<file path="src/rtl/retry_card_pkg.sv">
package retry_card_pkg;

	localparam logic [7:0] RETRY_STATUS_OFS   = 8'h90;
	localparam logic [7:0] SOCKET_CTRL_OFS    = 8'h91;
	localparam logic [7:0] IRQ_MODE_CTRL_OFS  = 8'h92;

	localparam logic [7:0] RETRY_STATUS_RST   = 8'hC0;
	localparam logic [7:0] SOCKET_CTRL_RST    = 8'h00;
	localparam logic [7:0] IRQ_MODE_CTRL_RST  = 8'h66;

	// writable masks per register
	localparam logic [7:0] RETRY_STATUS_WMASK = 8'hC0;
	localparam logic [7:0] SOCKET_CTRL_WMASK  = 8'hE6;
	localparam logic [7:0] IRQ_MODE_CTRL_WMASK = 8'hEF;

	localparam int HOST_EN_BIT      = 7;
	localparam int CARD_EN_BIT      = 6;
	localparam int CARD_EXP_BIT     = 3;
	localparam int HOST_EXP_BIT     = 1;
	localparam int RING_EN_BIT      = 7;
	localparam int VIDEO_TRI_BIT    = 6;
	localparam int AUDIO_ROUTE_BIT  = 2;
	localparam int SPKR_EN_BIT      = 1;
	localparam int FUNC_IRQ_BIT     = 0;
	localparam int PWR_HOLD_BIT     = 7;
	localparam int LV_FORCE_BIT     = 6;
	localparam int IRQ_MODE_LSB     = 1;

	// retry timeout: 2^15 clock cycles
	localparam int RETRY_TIMEOUT_CYCLES = 32768;
	localparam int RETRY_CNT_W          = 16;

	typedef enum logic [1:0] {
		IRQ_PAR_PCI_ONLY,
		IRQ_PAR_IRQ_PAR_PCI,
		IRQ_SER_IRQ_PAR_PCI,
		IRQ_SER_ALL
	} irq_mode_e;

	typedef struct packed {
		logic       wr;
		logic [7:0] addr;
		logic [7:0] wdata;
	} cfg_req_s;

	typedef struct packed {
		logic retry_start;
		logic master_return;
	} retry_evt_s;

endpackage : retry_card_pkg

</file>
<file path="src/rtl/retry_card_device_ctrl.sv">
`timescale 1ns/1ps
// Summary of operation
// - retried master absent 2^15 clocks sets the matching expired flag.
// - retry status bit 7 enables host-side counter, resets one.
// - retry status bit 6 enables card-side counter, resets one.
// - bit 3 flags card retry expiry, write one clears, resets zero.
// - bit 1 flags host retry expiry, write one clears, resets zero.
// - retry status bits 5, 4, 2, 0 always read zero.
// - socket control bit 7 gates ring output to ring or multi terminals.
// - socket control bit 6 tristates video-port terminals, resets zero.
// - socket control bit 5 is plain storage with no effect.
// - socket control bit 2 routes card audio to pwm terminal.
// - socket control bit 1 passes speaker; terminal drives only then.
// - socket control bit 0 sets on card interrupt, write one clears.
// - mode bit 7 blocks socket power-down requests while in D3.
// - mode bit 6 forces reported 3-V capability, resets one.
// - mode bits 2:1 select interrupt signaling, reset value 11.
// - mode bit 5 diagnostic resets one; bit 4 reads zero.
module retry_card_device_ctrl
	import retry_card_pkg::*;
(
	// clock, reset, enable
	input  wire logic                     ref_clk,
	input  wire logic                     sys_rst,
	input  wire logic                     clk_en,
	// configuration access
	input  retry_card_pkg::cfg_req_s      cfg_req,
	input  wire logic                     cfg_valid,
	output logic [7:0]                    cfg_rdata,
	output logic                          cfg_hit,
	// retry events
	input  retry_card_pkg::retry_evt_s    host_retry_evt,
	input  retry_card_pkg::retry_evt_s    card_retry_evt,
	// card pins
	input  wire logic                     card_func_irq_pin,
	input  wire logic                     card_speaker_pin,
	input  wire logic                     card_audio_pin,
	// system context
	input  wire logic                     ring_terminal_select,
	input  wire logic                     ring_event,
	input  wire logic                     in_d3,
	input  wire logic                     power_down_req,
	// outputs
	output logic                          ring_indicate_output,
	output logic                          multi_terminal_two,
	output logic                          multi_terminal_four,
	output logic                          video_port_tristate,
	output logic                          audio_pwm_output,
	output logic                          speaker_terminal,
	output logic                          speaker_terminal_oe,
	output logic                          socket_power_down,
	output logic                          low_volt_capable_force,
	output retry_card_pkg::irq_mode_e     irq_signaling_select
);

	logic [7:0] retry_q;
	logic [7:0] retry_d;
	logic [7:0] sock_q;
	logic [7:0] sock_d;
	logic [7:0] mode_q;
	logic [7:0] mode_d;
	logic       host_exp;
	logic       card_exp;
	logic [2:0] pins_s;
	logic       irq_s_q;
	logic       irq_rise;
	logic       wr_retry;
	logic       wr_sock;
	logic       wr_mode;

	// flag bits sit outside the write mask, so the keep-mask adds them back
	localparam logic [7:0] RETRY_FLAG_MASK =
		(8'h01 << CARD_EXP_BIT) | (8'h01 << HOST_EXP_BIT);
	localparam logic [7:0] RETRY_LIVE_MASK = RETRY_STATUS_WMASK | RETRY_FLAG_MASK;

	pin_sync u_sync (
		.ref_clk (ref_clk),
		.sys_rst (sys_rst),
		.clk_en  (clk_en),
		.pin_in  ({card_audio_pin, card_speaker_pin, card_func_irq_pin}),
		.pin_out (pins_s)
	);

	retry_timer u_host_timer (
		.ref_clk  (ref_clk),
		.sys_rst  (sys_rst),
		.clk_en   (clk_en),
		.count_en (retry_q[HOST_EN_BIT]),
		.evt      (host_retry_evt),
		.expire   (host_exp)
	);

	retry_timer u_card_timer (
		.ref_clk  (ref_clk),
		.sys_rst  (sys_rst),
		.clk_en   (clk_en),
		.count_en (retry_q[CARD_EN_BIT]),
		.evt      (card_retry_evt),
		.expire   (card_exp)
	);

	assign wr_retry = cfg_valid && cfg_req.wr && (cfg_req.addr == RETRY_STATUS_OFS);
	assign wr_sock  = cfg_valid && cfg_req.wr && (cfg_req.addr == SOCKET_CTRL_OFS);
	assign wr_mode  = cfg_valid && cfg_req.wr && (cfg_req.addr == IRQ_MODE_CTRL_OFS);
	// edge-sensitive card interrupt; flag set on the rising edge only
	assign irq_rise = pins_s[0] && !irq_s_q;

	always_comb
	begin
		retry_d = retry_q;
		sock_d  = sock_q;
		mode_d  = mode_q;
		if (wr_retry)
		begin
			retry_d = (retry_q & ~RETRY_STATUS_WMASK) | (cfg_req.wdata & RETRY_STATUS_WMASK);
			if (cfg_req.wdata[CARD_EXP_BIT])
				retry_d[CARD_EXP_BIT] = 1'b0;
			if (cfg_req.wdata[HOST_EXP_BIT])
				retry_d[HOST_EXP_BIT] = 1'b0;
		end
		// expiry sets flag, wins over clear
		if (card_exp)
			retry_d[CARD_EXP_BIT] = 1'b1;
		if (host_exp)
			retry_d[HOST_EXP_BIT] = 1'b1;
		retry_d = retry_d & RETRY_LIVE_MASK;
		if (wr_sock)
		begin
			sock_d = (sock_q & ~SOCKET_CTRL_WMASK) | (cfg_req.wdata & SOCKET_CTRL_WMASK);
			if (cfg_req.wdata[FUNC_IRQ_BIT])
				sock_d[FUNC_IRQ_BIT] = 1'b0;
		end
		if (irq_rise)
			sock_d[FUNC_IRQ_BIT] = 1'b1;
		if (wr_mode)
			mode_d = cfg_req.wdata & IRQ_MODE_CTRL_WMASK;
	end

	always_ff @(posedge ref_clk or posedge sys_rst)
	begin
		if (sys_rst)
		begin
			retry_q <= RETRY_STATUS_RST;
			sock_q  <= SOCKET_CTRL_RST;
			mode_q  <= IRQ_MODE_CTRL_RST;
			irq_s_q <= 1'b0;
		end
		else if (clk_en)
		begin
			retry_q <= retry_d;
			sock_q  <= sock_d;
			mode_q  <= mode_d;
			irq_s_q <= pins_s[0];
		end
	end

	always_comb
	begin
		cfg_hit = cfg_valid && ((cfg_req.addr == RETRY_STATUS_OFS) ||
			(cfg_req.addr == SOCKET_CTRL_OFS) || (cfg_req.addr == IRQ_MODE_CTRL_OFS));
	end

	// read data registered; unmapped reads return zero
	always_ff @(posedge ref_clk or posedge sys_rst)
	begin
		if (sys_rst)
			cfg_rdata <= 8'h00;
		else if (clk_en)
		begin
			case (cfg_req.addr)
				RETRY_STATUS_OFS:  cfg_rdata <= retry_q;
				SOCKET_CTRL_OFS:   cfg_rdata <= sock_q;
				IRQ_MODE_CTRL_OFS: cfg_rdata <= mode_q;
				default:           cfg_rdata <= 8'h00;
			endcase
		end
	end

	always_ff @(posedge ref_clk or posedge sys_rst)
	begin
		if (sys_rst)
		begin
			ring_indicate_output   <= 1'b0;
			multi_terminal_two     <= 1'b0;
			multi_terminal_four    <= 1'b0;
			video_port_tristate    <= 1'b0;
			audio_pwm_output       <= 1'b0;
			speaker_terminal       <= 1'b0;
			socket_power_down      <= 1'b0;
		end
		else if (clk_en)
		begin
			ring_indicate_output <= sock_q[RING_EN_BIT] && !ring_terminal_select && ring_event;
			multi_terminal_two   <= sock_q[RING_EN_BIT] && ring_event;
			multi_terminal_four  <= sock_q[RING_EN_BIT] && ring_event;
			video_port_tristate  <= sock_q[VIDEO_TRI_BIT];
			audio_pwm_output     <= sock_q[AUDIO_ROUTE_BIT] && pins_s[2];
			speaker_terminal     <= sock_q[SPKR_EN_BIT] && pins_s[1];
			socket_power_down    <= power_down_req && !(mode_q[PWR_HOLD_BIT] && in_d3);
		end
	end

	assign speaker_terminal_oe    = sock_q[SPKR_EN_BIT];
	assign low_volt_capable_force = mode_q[LV_FORCE_BIT];
	assign irq_signaling_select   = irq_mode_e'(mode_q[IRQ_MODE_LSB +: 2]);

	a_host_exp_set: assert property (@(posedge ref_clk) disable iff (sys_rst)
		(clk_en && host_exp) |=> retry_q[HOST_EXP_BIT])
		else $error("host expiry flag not set");
	a_card_exp_set: assert property (@(posedge ref_clk) disable iff (sys_rst)
		(clk_en && card_exp) |=> retry_q[CARD_EXP_BIT])
		else $error("card expiry flag not set");
	a_host_exp_clr: assert property (@(posedge ref_clk) disable iff (sys_rst)
		(clk_en && wr_retry && cfg_req.wdata[HOST_EXP_BIT] && !host_exp)
		|=> !retry_q[HOST_EXP_BIT])
		else $error("host expiry flag not cleared");
	a_retry_rsvd: assert property (@(posedge ref_clk) disable iff (sys_rst)
		(retry_q & ~RETRY_LIVE_MASK) == 8'h00)
		else $error("retry reserved bit set");
	a_ring_gate: assert property (@(posedge ref_clk) disable iff (sys_rst)
		(clk_en && !sock_q[RING_EN_BIT]) |=> !ring_indicate_output && !multi_terminal_two)
		else $error("ring routed while disabled");
	a_spkr_drive: assert property (@(posedge ref_clk) disable iff (sys_rst)
		(clk_en && !sock_q[SPKR_EN_BIT]) |=> !speaker_terminal)
		else $error("speaker drove data while disabled");
	a_irq_flag: assert property (@(posedge ref_clk) disable iff (sys_rst)
		(clk_en && irq_rise) |=> sock_q[FUNC_IRQ_BIT])
		else $error("card interrupt flag lost");
	a_pwr_lock: assert property (@(posedge ref_clk) disable iff (sys_rst)
		(clk_en && mode_q[PWR_HOLD_BIT] && in_d3) |=> !socket_power_down)
		else $error("power-down passed while locked");
	a_mode_rsvd: assert property (@(posedge ref_clk) disable iff (sys_rst)
		(mode_q & ~IRQ_MODE_CTRL_WMASK) == 8'h00)
		else $error("mode reserved bit set");

	// expiry pulses last one enabled cycle; a returned master stops its timer
	a_host_pause: assert property (@(posedge ref_clk) disable iff (sys_rst)
		!retry_q[HOST_EN_BIT] |-> !host_exp)
		else $error("host timer expired while disabled");
	a_card_pause: assert property (@(posedge ref_clk) disable iff (sys_rst)
		!retry_q[CARD_EN_BIT] |-> !card_exp)
		else $error("card timer expired while disabled");
	a_card_exp_clr: assert property (@(posedge ref_clk) disable iff (sys_rst)
		(clk_en && wr_retry && cfg_req.wdata[CARD_EXP_BIT] && !card_exp)
		|=> !retry_q[CARD_EXP_BIT])
		else $error("card expiry flag not cleared");
	a_host_exp_pulse: assert property (@(posedge ref_clk) disable iff (sys_rst)
		(clk_en && host_exp) |=> !host_exp)
		else $error("host expiry held past one cycle");
	a_card_exp_pulse: assert property (@(posedge ref_clk) disable iff (sys_rst)
		(clk_en && card_exp) |=> !card_exp)
		else $error("card expiry held past one cycle");
	a_card_return: assert property (@(posedge ref_clk) disable iff (sys_rst)
		(clk_en && card_retry_evt.master_return && !card_retry_evt.retry_start) |=> !card_exp)
		else $error("card timer expired after master return");
	a_ring_mux: assert property (@(posedge ref_clk) disable iff (sys_rst)
		(clk_en && ring_terminal_select) |=> !ring_indicate_output)
		else $error("ring output routed with mux selected away");
	a_video_follow: assert property (@(posedge ref_clk) disable iff (sys_rst)
		clk_en |=> (video_port_tristate == $past(sock_q[VIDEO_TRI_BIT])))
		else $error("video tristate does not follow control bit");
	a_sock_write: assert property (@(posedge ref_clk) disable iff (sys_rst)
		(clk_en && wr_sock) |=> ((sock_q & SOCKET_CTRL_WMASK) ==
			($past(cfg_req.wdata) & SOCKET_CTRL_WMASK)))
		else $error("socket control write not stored");
	a_audio_gate: assert property (@(posedge ref_clk) disable iff (sys_rst)
		(clk_en && !sock_q[AUDIO_ROUTE_BIT]) |=> !audio_pwm_output)
		else $error("card audio routed while disabled");
	a_irq_clr: assert property (@(posedge ref_clk) disable iff (sys_rst)
		(clk_en && wr_sock && cfg_req.wdata[FUNC_IRQ_BIT] && !irq_rise)
		|=> !sock_q[FUNC_IRQ_BIT])
		else $error("card interrupt flag not cleared");
	a_pwr_pass: assert property (@(posedge ref_clk) disable iff (sys_rst)
		(clk_en && power_down_req && !in_d3) |=> socket_power_down)
		else $error("power-down request dropped outside low power");
	a_mode_write: assert property (@(posedge ref_clk) disable iff (sys_rst)
		(clk_en && wr_mode) |=> (mode_q == ($past(cfg_req.wdata) & IRQ_MODE_CTRL_WMASK)))
		else $error("mode control write not stored");

	c_host_exp: cover property (@(posedge ref_clk) disable iff (sys_rst) host_exp);
	c_irq_clear: cover property (@(posedge ref_clk) disable iff (sys_rst)
		sock_q[FUNC_IRQ_BIT] ##1 !sock_q[FUNC_IRQ_BIT]);
	c_lock_block: cover property (@(posedge ref_clk) disable iff (sys_rst)
		power_down_req && in_d3 && mode_q[PWR_HOLD_BIT]);
	c_card_return: cover property (@(posedge ref_clk) disable iff (sys_rst)
		card_retry_evt.master_return);
	c_frozen_write: cover property (@(posedge ref_clk) disable iff (sys_rst)
		!clk_en && wr_sock);

endmodule : retry_card_device_ctrl

</file>
<file path="src/rtl/retry_timer.sv">
`timescale 1ns/1ps
module retry_timer
	import retry_card_pkg::*;
(
	// clock and reset
	input  wire logic       ref_clk,
	input  wire logic       sys_rst,
	input  wire logic       clk_en,
	// control
	input  wire logic       count_en,
	input  retry_card_pkg::retry_evt_s evt,
	// result
	output logic            expire
);

	localparam logic [RETRY_CNT_W-1:0] LAST =
		RETRY_CNT_W'(RETRY_TIMEOUT_CYCLES - 1);

	logic [RETRY_CNT_W-1:0] cnt_q;
	logic [RETRY_CNT_W-1:0] cnt_d;
	logic                   busy_q;
	logic                   busy_d;

	always_comb
	begin
		cnt_d  = cnt_q;
		busy_d = busy_q;
		expire = 1'b0;
		if (evt.retry_start)
		begin
			busy_d = 1'b1;
			cnt_d  = '0;
		end
		else if (evt.master_return)
		begin
			busy_d = 1'b0;
			cnt_d  = '0;
		end
		else if (busy_q && count_en)
		begin
			if (cnt_q == LAST)
			begin
				expire = 1'b1;
				busy_d = 1'b0;
				cnt_d  = '0;
			end
			else
			begin
				cnt_d = cnt_q + 1'b1;
			end
		end
	end

	always_ff @(posedge ref_clk or posedge sys_rst)
	begin
		if (sys_rst)
		begin
			cnt_q  <= '0;
			busy_q <= 1'b0;
		end
		else if (clk_en)
		begin
			cnt_q  <= cnt_d;
			busy_q <= busy_d;
		end
	end

	a_pause_hold: assert property (@(posedge ref_clk) disable iff (sys_rst)
		(clk_en && !count_en && !evt.retry_start && !evt.master_return) |=> $stable(cnt_q))
		else $error("retry counter moved while disabled");

endmodule : retry_timer

</file>
<file path="src/rtl/pin_sync.sv">
`timescale 1ns/1ps
module pin_sync
(
	// clock and reset
	input  wire logic       ref_clk,
	input  wire logic       sys_rst,
	input  wire logic       clk_en,
	// pins
	input  wire logic [2:0] pin_in,
	output logic      [2:0] pin_out
);

	logic [2:0] meta_q;
	logic [2:0] sync_q;

	// two flops per pin; second alone feeds logic
	for (genvar i = 0; i < 3; i++)
	begin : g_sync
		always_ff @(posedge ref_clk or posedge sys_rst)
		begin
			if (sys_rst)
			begin
				meta_q[i] <= 1'b0;
				sync_q[i] <= 1'b0;
			end
			else if (clk_en)
			begin
				meta_q[i] <= pin_in[i];
				sync_q[i] <= meta_q[i];
			end
		end
	end

	assign pin_out = sync_q;

endmodule : pin_sync

</file>
<file path="config.mk">
export PLATFORM = sky130hd
export DESIGN_NAME = retry_card_device_ctrl
export DESIGN_NICKNAME = d
export VERILOG_FILES = /design/src/rtl/retry_card_pkg.sv /design/src/rtl/retry_card_device_ctrl.sv /design/src/rtl/retry_timer.sv /design/src/rtl/pin_sync.sv
export SDC_FILE = /design/constraint.sdc
export NUM_CORES = 1
export LEC_CHECK = 0
export BUFFER_PORTS_ARGS = -buffer_cell sky130_fd_sc_hd__buf_4
export CORE_ASPECT_RATIO = 0.7
export CORE_MARGIN = 1.5
export CORE_UTILIZATION = 55
export DETAILED_ROUTE_END_ITERATION = 10
export PLACE_DENSITY = 0.77
export SLEW_MARGIN = 20
export SYNTH_ARGS = -nofsm -noshare
export SYNTH_HDL_FRONTEND = slang
export SYNTH_SLANG_ARGS = --single-unit
</file>
<file path="constraint.sdc">
create_clock -name ref_clk -period 4.9 [get_ports ref_clk]
set_input_delay 0.49 -clock ref_clk [delete_from_list [all_inputs] [get_ports ref_clk]]
set_output_delay 0.49 -clock ref_clk [all_outputs]
set_load 0.1 [all_outputs]
</file>
* Word-level counts from Yosys, hierarchy flattened *
Index checks and enable logic that the tools add are counted.
W data, S select, Z words.

word-level totals
  logic and storage cells = 103
  register bits = 74
  output and inout port bits = 20
  input bits = 32

cells by class
  mux-type cells = 33
  add/subtract/negate cells = 2
  equality and inequality tests = 5
  bitwise gates (word level) = 2
  reductions and logical operators = 37

operator list
  kind                     count
  $mux W16                 8
  $add A16 B1 Y16 const B  2
  $eq A16 B15 Y1 const B   2
  $eq A8 B8 Y1 const B     3
  $pmux W8 S3              1
  $mux W1                  23
  $reduce_and A2 Y1        8
  $logic_and A1 B1 Y1      15
  $reduce_bool A3 Y1       4
  $or A4 B8 Y8             1
  $or A5 B8 Y8             1
  $reduce_and A3 Y1        2
  $reduce_bool A2 Y1       3
  $mux W4                  1
  $logic_not A1 Y1         3
  $logic_or A1 B1 Y1       2

* Longest topological paths before layout *
Gate-level depths: netlist (run 1).

  word-level depth = 7
  gate-level depth with buffers = 7
  depth with buffers taken out = 5

* Cells and area by module *
From an unflattened synthesis (run 1), not the netlist that was laid out.

unflattened totals
  cells, all modules = 352
  area, all modules = 3,686.0 um^2

modules (own cells, without submodules)
  module                  cells an instance  area each (um^2)  seq. area each (um^2)  times used
  retry_timer             108                982.2             425.4                  2
  retry_card_device_ctrl  122                1,466.4           808.3                  1
  pin_sync                14                 255.2             150.1                  1

* Worst setup path after synthesis (run 1) *
No wires, ideal clock.

  path type = input port to output port
  start = input port cfg_req[14] (netlist bit)
  end = output port cfg_hit
  path slack = 2,594 ps
  arrival = 1,816 ps
  stages on the path = 3
  buffers on the path = 0
  data required time = 4,410 ps
  cell sequence = nand2b_1 -> nor4_1 -> and3_1

between the ends
  longest elaborated chain between the ends = 4
  elaborated cells between the ends (all ways) = 6
  classes of those cells = eq/ne: 3; reduce/logical: 3

ends and longest elaborated chain
  element                                 line                                                          source
  start: declaration                      retry_card_device_ctrl.sv:27                                  input retry_card_pkg::cfg_req_s cfg_req,
  $eq A8 B8 Y1, on equally long branches  retry_card_device_ctrl.sv:159, retry_card_device_ctrl.sv:160
  $logic_or A1 B1 Y1                      retry_card_device_ctrl.sv:159                                 cfg_hit = cfg_valid && ((cfg_req.addr == RETRY_STATUS_OFS) ||
  $logic_or A1 B1 Y1 *                    retry_card_device_ctrl.sv:160                                 (cfg_req.addr == SOCKET_CTRL_OFS) || (cfg_req.addr == IRQ_MODE_CTRL_OFS));
  $logic_and A1 B1 Y1 *                   retry_card_device_ctrl.sv:159
  end: declaration                        retry_card_device_ctrl.sv:30                                  output logic cfg_hit,

Mark *: on every way between the ends. The rest lies on a longest branch, timed or not.

* Worst setup path in the final report (run 1) *
Same ends and word-level chain as after synthesis.

==> impl_metrics.csv, run 1 <==
group,metric,value,unit
timing,worst_slew_pin_slew,0.769,ns
detailed_routing,wl_per_cell,16.5,um
yosys,synth_edf_count,0,
setup_path,end_kind,"primary output",
yosys,avgSynthCellArea,10.4,um2
timing,timing.final.ws_setup,2.71,ns
min_path,hold_path_class,"primary input to asynchronous set/reset pin",
detailed_routing,postRouteAntennaNets,0,
grt,antenna_found_initial,0,
finish,ff_latch_area,1810,um2
clock_tree,cts_hold_buf,0,
clock_tree,cts_root_buf,"clkbuf_8",
finish,area_delta_synth_final,17.6,%
detailed_routing,viasPerCell,5.99,
yosys,yosys.area_share.xor_xnor,1.99,%
clock_tree,cts_buffers,9,
detailed_routing,routed_wl,7.77,mm
placed_design,hpwl,5.38,mm
clock_tree,tritoncts,"yes",
clock_tree,clkLatencyLatePin,0.36,ns
grt,grt_max_degree,63,
yosys,ys_warn_count,0,
timing,slew_headroom,48.8,%
floorplan,chipHeight,70.0,um
clock_tree,cts_resized,0,
power,cellPowerDensity,291,nW/um2
timing,setup_viol,0,
floorplan,ios,52,
power,p_leak,1.86,nW
setup_path,critical_path_class,"primary input to primary output",
setup_path,crit_fanout,3,
timing,setup_tns,0,ns
finish,diodes,0,
detailed_routing,drcViolationCount,4,
timing,hold_viol_final,0,
setup_path,required,4.41,ns
detailed_routing,drt_first_pass_iters,7,
yosys,ys.flop_type,"dfrtp_1",
timing,hold_slack,0.0479,ns
yosys,ys_ff_latch,72,
timing,fin_skew,0.00862,ns
floorplan,core_area,6220,um2
clock_tree,clk_pin_slew,0.07,ns
floorplan,row_count,24,
yosys,yosysTopAreaCellShare,46.9,%
yosys,yosys.area_share.simple,21.3,%
yosys,synth_fa_ha_area_share,0.710,%
grt,grt_usage,23.8,%
yosys,synth_seq_area_share,51.3,%
setup_path,cp.arrival,1.70,ns
yosys,synth_top_family_by_area,"simple AND/OR/NAND/NOR gates",
yosys,async_reset_ff_share,100,%
floorplan,die_width,98.7,um
placed_design,io_buffers,50,
grt,grt_pass1_wl,12.9,mm
finish,layout-drive-gt1-share,25.8,%
yosys,synth_compound_area_share,12.4,%
floorplan,die_area,6910,um2
timing,finalCritPeriodShare,44.8,%
setup_path,reg2reg_setup_slack,2.73,ns
flow_run,cap_violations,0,
yosys,synth.cell_area,3520,um2
power,ir_worst_vdd,0.000192,V
clock_tree,clk_path_buf_depth,2,
grt,grt_pass1_vias,2689,
detailed_routing,num_vias,2813,
timing,min_period,2.19,ns
finish,fill_cells,502,
floorplan,start_util,56.7,%
finish,nNetsFinal,421,
detailed_routing,initialDrtViolationCount,160,
placed_design,dpl_worst_slack,2.40,ns
placed_design,gp_congestion,0.847,
yosys,ys_types,45,
clock_tree,cts_sinks,72,
timing,finalMaxSlewViolations,0,
finish,multiInputGateArea,1590,um2
clock_tree,htreeDepth,3,
run_status,status,"finished, violations left",
yosys,syn_nets,373,
yosys,synth.area.top_cells,"dfrtp_1 (47%), mux2_2 (5.1%), dfstp_2 (4.5%), nand3_1 (3.8%), o21ai_0 (3.8%)",
yosys,yosys.area.top_type,"dfrtp_1",
grt,grt_remaining_overflow,0,
timing,max_freq,0.456,GHz
clock_tree,post_cts_buffers,0,
yosys,synth.area.mux_share,8.66,%
yosys,synthCells,339,
timing,rsz0062_at_grt,"no",
setup_path,crit_path_start_kind,"primary input",
run_status,violations,"design-rule violations",
cells in the final DEF (no fill, tap or decap), drive strengths merged, types with 3 or more instances in the layout:
cell and n:
nand2b 4, or3 10, nor2b 3, o2bb2ai 7, and4 6, nand3 27
buf 51, mux2i 5, a21oi 20, nor2 18, nand4 13, inv 16
mux2 21, o21ai 27, and2 4, o31ai 7, or4 7, xor2 7
dfstp 6, a22oi 4, nand2 19, and3 7, clkbuf 11, dfrtp 66
path summary, 6_finish.rpt:
check                                      startpoint                endpoint  cells after the start
worst max-delay path                      cfg_req[14]                 cfg_hit                      5
worst min-delay path                          sys_rst  u_host_timer.cnt_q[10]                      2
worst max register to register  u_card_timer.cnt_q[7]     u_card_timer.busy_q                      4
worst min register to register                irq_s_q               sock_q[0]                      1
max in group asynchronous                     sys_rst            cfg_rdata[1]                      3
min in group ref_clk                   card_audio_pin        u_sync.meta_q[2]                      2
kinds of logic (layout without fill, tap and decap cells):
kind of cell,Yosys count,count (layout)
simple gates,129,129
compound gates,72,72
fa+ha+maj,2,2
flops,72,72
buf+inv,30,83
xor+xnor,8,8
mux,26,26
flip-flops by register name, summed over array words and instances (netlist names), 3 cells and up:
| name | count |
|---|---|
| u_card_timer.cnt_q | 16 |
| u_host_timer.cnt_q | 16 |
| cfg_rdata | 8 |
| mode_q | 7 |
| sock_q | 6 |
| retry_q | 4 |
| u_sync.meta_q | 3 |
| u_sync.pin_out | 3 |
power by group:
part	total, mW	leakage [nW]	switching [mW]	internal [mW]
sequential	0.621	0.953	0.0110	0.610
combinational	0.100	0.806	0.0639	0.0366
clock	0.485	0.101	0.224	0.261
total	1.21	1.86	0.299	0.908
worst max-delay path, stage by stage:
cell,delay [ns]
buf_4,0.10
nand2b_1,0.16
nor4_1,0.44
and3_1,0.22
buf_4,0.28
routing by layer:
metal / GRT usage (%) / up-vias / wire (um)
li1: - / 1351 / -
met1: 34.8 / 1386 / 3820
met2: 34.9 / 65 / 3510
met3: 6.41 / 11 / 329
met4: 7.30 / 0 / 108
met5: 0 / - / 0
cell type report:
class,count,area share (%)
well taps,78,2.35
multi-input cells,237,38.3
clock buffers,11,3.65
clock inverters,5,1.33
repair buffers,51,9.24
flip-flops and latches,72,43.6
inverters,16,1.45
per-stage QoR:
| step | cell area, um2 | cells | power [mW] | util [%] |
|---|---|---|---|---|
| floorplan | 3520 | 339 | 0.693 | - |
| global placement | 3940 | 454 | 0.730 | 63.4 |
| detailed placement | 3940 | 454 | 0.733 | 63.4 |
| CTS | 4150 | 470 | 1.22 | 66.7 |
| global route | 4150 | 470 | 1.25 | 66.7 |
| finish | 4150 | 470 | 1.21 | 66.7 |
cell usage after synthesis (4+ instances only):
library cell	number
clkbuf_1	9
and3_1	7
o21ai_0	27
inv_1	16
dfrtp_1	66
mux2_2	16
nand3_1	27
a22oi_1	4
nand2b_1	4
mux2_4	5
or3_1	10
or4_1	6
a21oi_1	19
dfstp_2	6
xor2_1	7
and2_1	4
mux2i_1	5
o31ai_1	7
nand2_1	19
o2bb2ai_1	7
and4_1	6
nor2_1	17
nand4_1	13
No activity file was read; power rests on OpenSTA's default activity.
==> run 2: changes to the inputs <==
==> constraint.sdc (replaced) <==
create_clock -name ref_clk -period 2.3 [get_ports ref_clk]
set_input_delay 0.23 -clock ref_clk [delete_from_list [all_inputs] [get_ports ref_clk]]
set_output_delay 0.23 -clock ref_clk [all_outputs]
set_load 0.1 [all_outputs]
==> run 2 against run 1 <==
  * The flow now finishes without violations
  * Sequential share of layout area decreased by 0.81 points
  * Register-to-register slack lost 2.4 ns
  * Power increased by 120%
  * Hold slack gained 0.064 ns
  * Clock power up 120%
  * Cell count increased by 1.5%
  * Combinational power is 130% higher
  * Wire length is 1.7% lower
  * Worst setup slack worse by 2.4 ns
  * Final area is 1.9% higher
  * Critical path depth did not move
  * Clock skew hardly changed
==> impl_metrics.csv, run 2 (synthesis gave the netlist of run 1 again) <==
group,metric,value,unit
min_path,hold_path_class,"primary input to register",
finish,multiInputGateArea,1590,um2
timing,hold_viol_final,0,
finish,final_common_cell,"dfrtp_1",
setup_path,max_stage_delay,0.65,ns
grt,grt_max_degree,36,
power,netSwitchingFraction,24.3,%
finish,final_cell_mix,"dfrtp_1 (66), buf_4 (56), nand3_1 (27), o21ai_0 (27)",
floorplan,ios,52,
finish,area_delta_synth_final,19.8,%
detailed_routing,drcViolationCount,0,
placed_design,hpwl,5.58,mm
setup_path,required,2.52,ns
clock_tree,clk_path_buf_depth,2,
clock_tree,cts_sinks,72,
floorplan,chipHeight,70.0,um
detailed_routing,routed_wl,7.64,mm
power,p_comb_share,8.5,%
finish,layout-drive-gt1-share,26.8,%
finish,ff_latch_area,1810,um2
floorplan,core_area,6220,um2
setup_path,cp_slowest_cell,"or4_1",
flow_run,cap_violations,0,
placed_design,gp_congestion,0.848,
timing,min_period,2.00,ns
power,seqPwrFrac,50.1,%
timing,finalMaxSlewViolations,0,
power,p_switching,0.642,mW
setup_path,crit_path_start_kind,"register",
power,cellPowerDensity,625,nW/um2
floorplan,row_count,24,
timing,fin_skew,0.00835,ns
clock_tree,post_cts_buffers,0,
power,power_frac_clock,41.3,%
timing,slew_headroom,64.1,%
grt,grt_usage,24.4,%
grt,grt_remaining_overflow,0,
grt,antenna_found_initial,0,
power,ir_worst_vdd,0.000443,V
timing,rsz0062_at_grt,"no",
detailed_routing,initialDrtViolationCount,160,
timing,worst_slew_pin_slew,0.533,ns
detailed_routing,postRouteAntennaNets,0,
placed_design,io_buffers,50,
detailed_routing,wl_per_cell,16.0,um
clock_tree,tritoncts,"yes",
power,power.internal,2.00,mW
detailed_routing,viasPerCell,5.92,
floorplan,die_area,6910,um2
finish,nNetsFinal,428,
clock_tree,cts_resized,0,
detailed_routing,num_vias,2826,
floorplan,die_width,98.7,um
detailed_routing,drt_first_pass_iters,6,
clock_tree,clk_pin_slew,0.08,ns
setup_path,critical_path_class,"register to register",
finish,diodes,0,
timing,max_freq,0.499,GHz
finish,largestRegisters,"u_card_timer.cnt_q: 16 flops, u_host_timer.cnt_q: 16 flops, cfg_rdata: 8 flops",
clock_tree,cts_buffers,9,
setup_path,cpLargestDelayFamily,"simple AND/OR/NAND/NOR gates",
setup_path,critPathBufInv,1,
timing,hold_slack,0.112,ns
grt,grt_pass1_wl,13.2,mm
setup_path,crit_chain,"nand4_1 -> or4_1 -> a21oi_2 -> buf_4 -> a21oi_1",
clock_tree,clkLatencyLatePin,0.35,ns
setup_path,end_kind,"register",
finish,fill_cells,483,
grt,grt_pass1_vias,2810,
timing,setup_viol,0,
timing,finalCritPeriodShare,87.1,%
power,p_leak,1.90,nW
clock_tree,htreeDepth,3,
clock_tree,cts_root_buf,"clkbuf_8",
setup_path,crit_fanout,8,
timing,setup_tns,0,ns
floorplan,start_util,56.7,%
setup_path,cp.arrival,2.22,ns
run_status,status,"completed",
run 2: area by class of cell:
type,count,share of cell area (%)
Timing Repair Buffer,58,10.7
Tap cell,78,2.31
Inverter,16,1.42
Multi-Input combinational cell,237,37.6
Clock buffer,9,2.93
Sequential cell,72,42.8
Clock inverter,7,2.22
run 2: power groups by stage:
stage	sequential (mW)	clock, mW	combinational, mW
floorplan	1.36	0	0.114
global placement	1.35	0	0.221
detailed placement	1.35	0	0.226
CTS	1.32	1.12	0.227
global route	1.33	1.18	0.249
finish	1.32	1.09	0.225
run 2: per-stage QoR:
step	worst slack, ns	total power [mW]	utilization, %	area (um2)	std cells
3_3_place_gp	0.269	1.57	64.3	4000	460
6_report	0.298	2.64	68.0	4220	477
2_1_floorplan	0.255	1.48	-	3520	339
3_5_place_dp	0.255	1.57	64.3	4000	460
5_1_grt	0.160	2.76	68.0	4220	477
4_1_cts	0.293	2.67	68.0	4220	477
run 2: repair_timing:
action	4_1_cts	5_1_grt
hold buffers	1	0
hold endpoints to repair	16	0
endpoints found under the setup margin	0	0
run 2: metal layers:
layer	global-route usage [%]	up-vias	part of all wire, %
li1	-	1364	-
met4	7.30	0	1.1
met1	34.4	1387	49
met3	6.71	11	4.1
met2	37.2	64	46
met5	0	-	0
run 2: path summary, 6_finish.rpt:
path	start	end	slack [ns]	depth (start not counted)
setup / recovery	u_card_timer.cnt_q[7]	u_card_timer.cnt_q[15]	0.30	5
hold / removal	card_audio_pin	u_sync.meta_q[2]	0.11	2
setup reg to reg	u_card_timer.cnt_q[7]	u_card_timer.cnt_q[15]	0.30	5
hold reg to reg	ring_indicate_output	ring_indicate_output	0.50	1
max in group asynchronous	sys_rst	retry_q[6]	1.21	4
min in group asynchronous	sys_rst	u_card_timer.cnt_q[8]	0.43	3
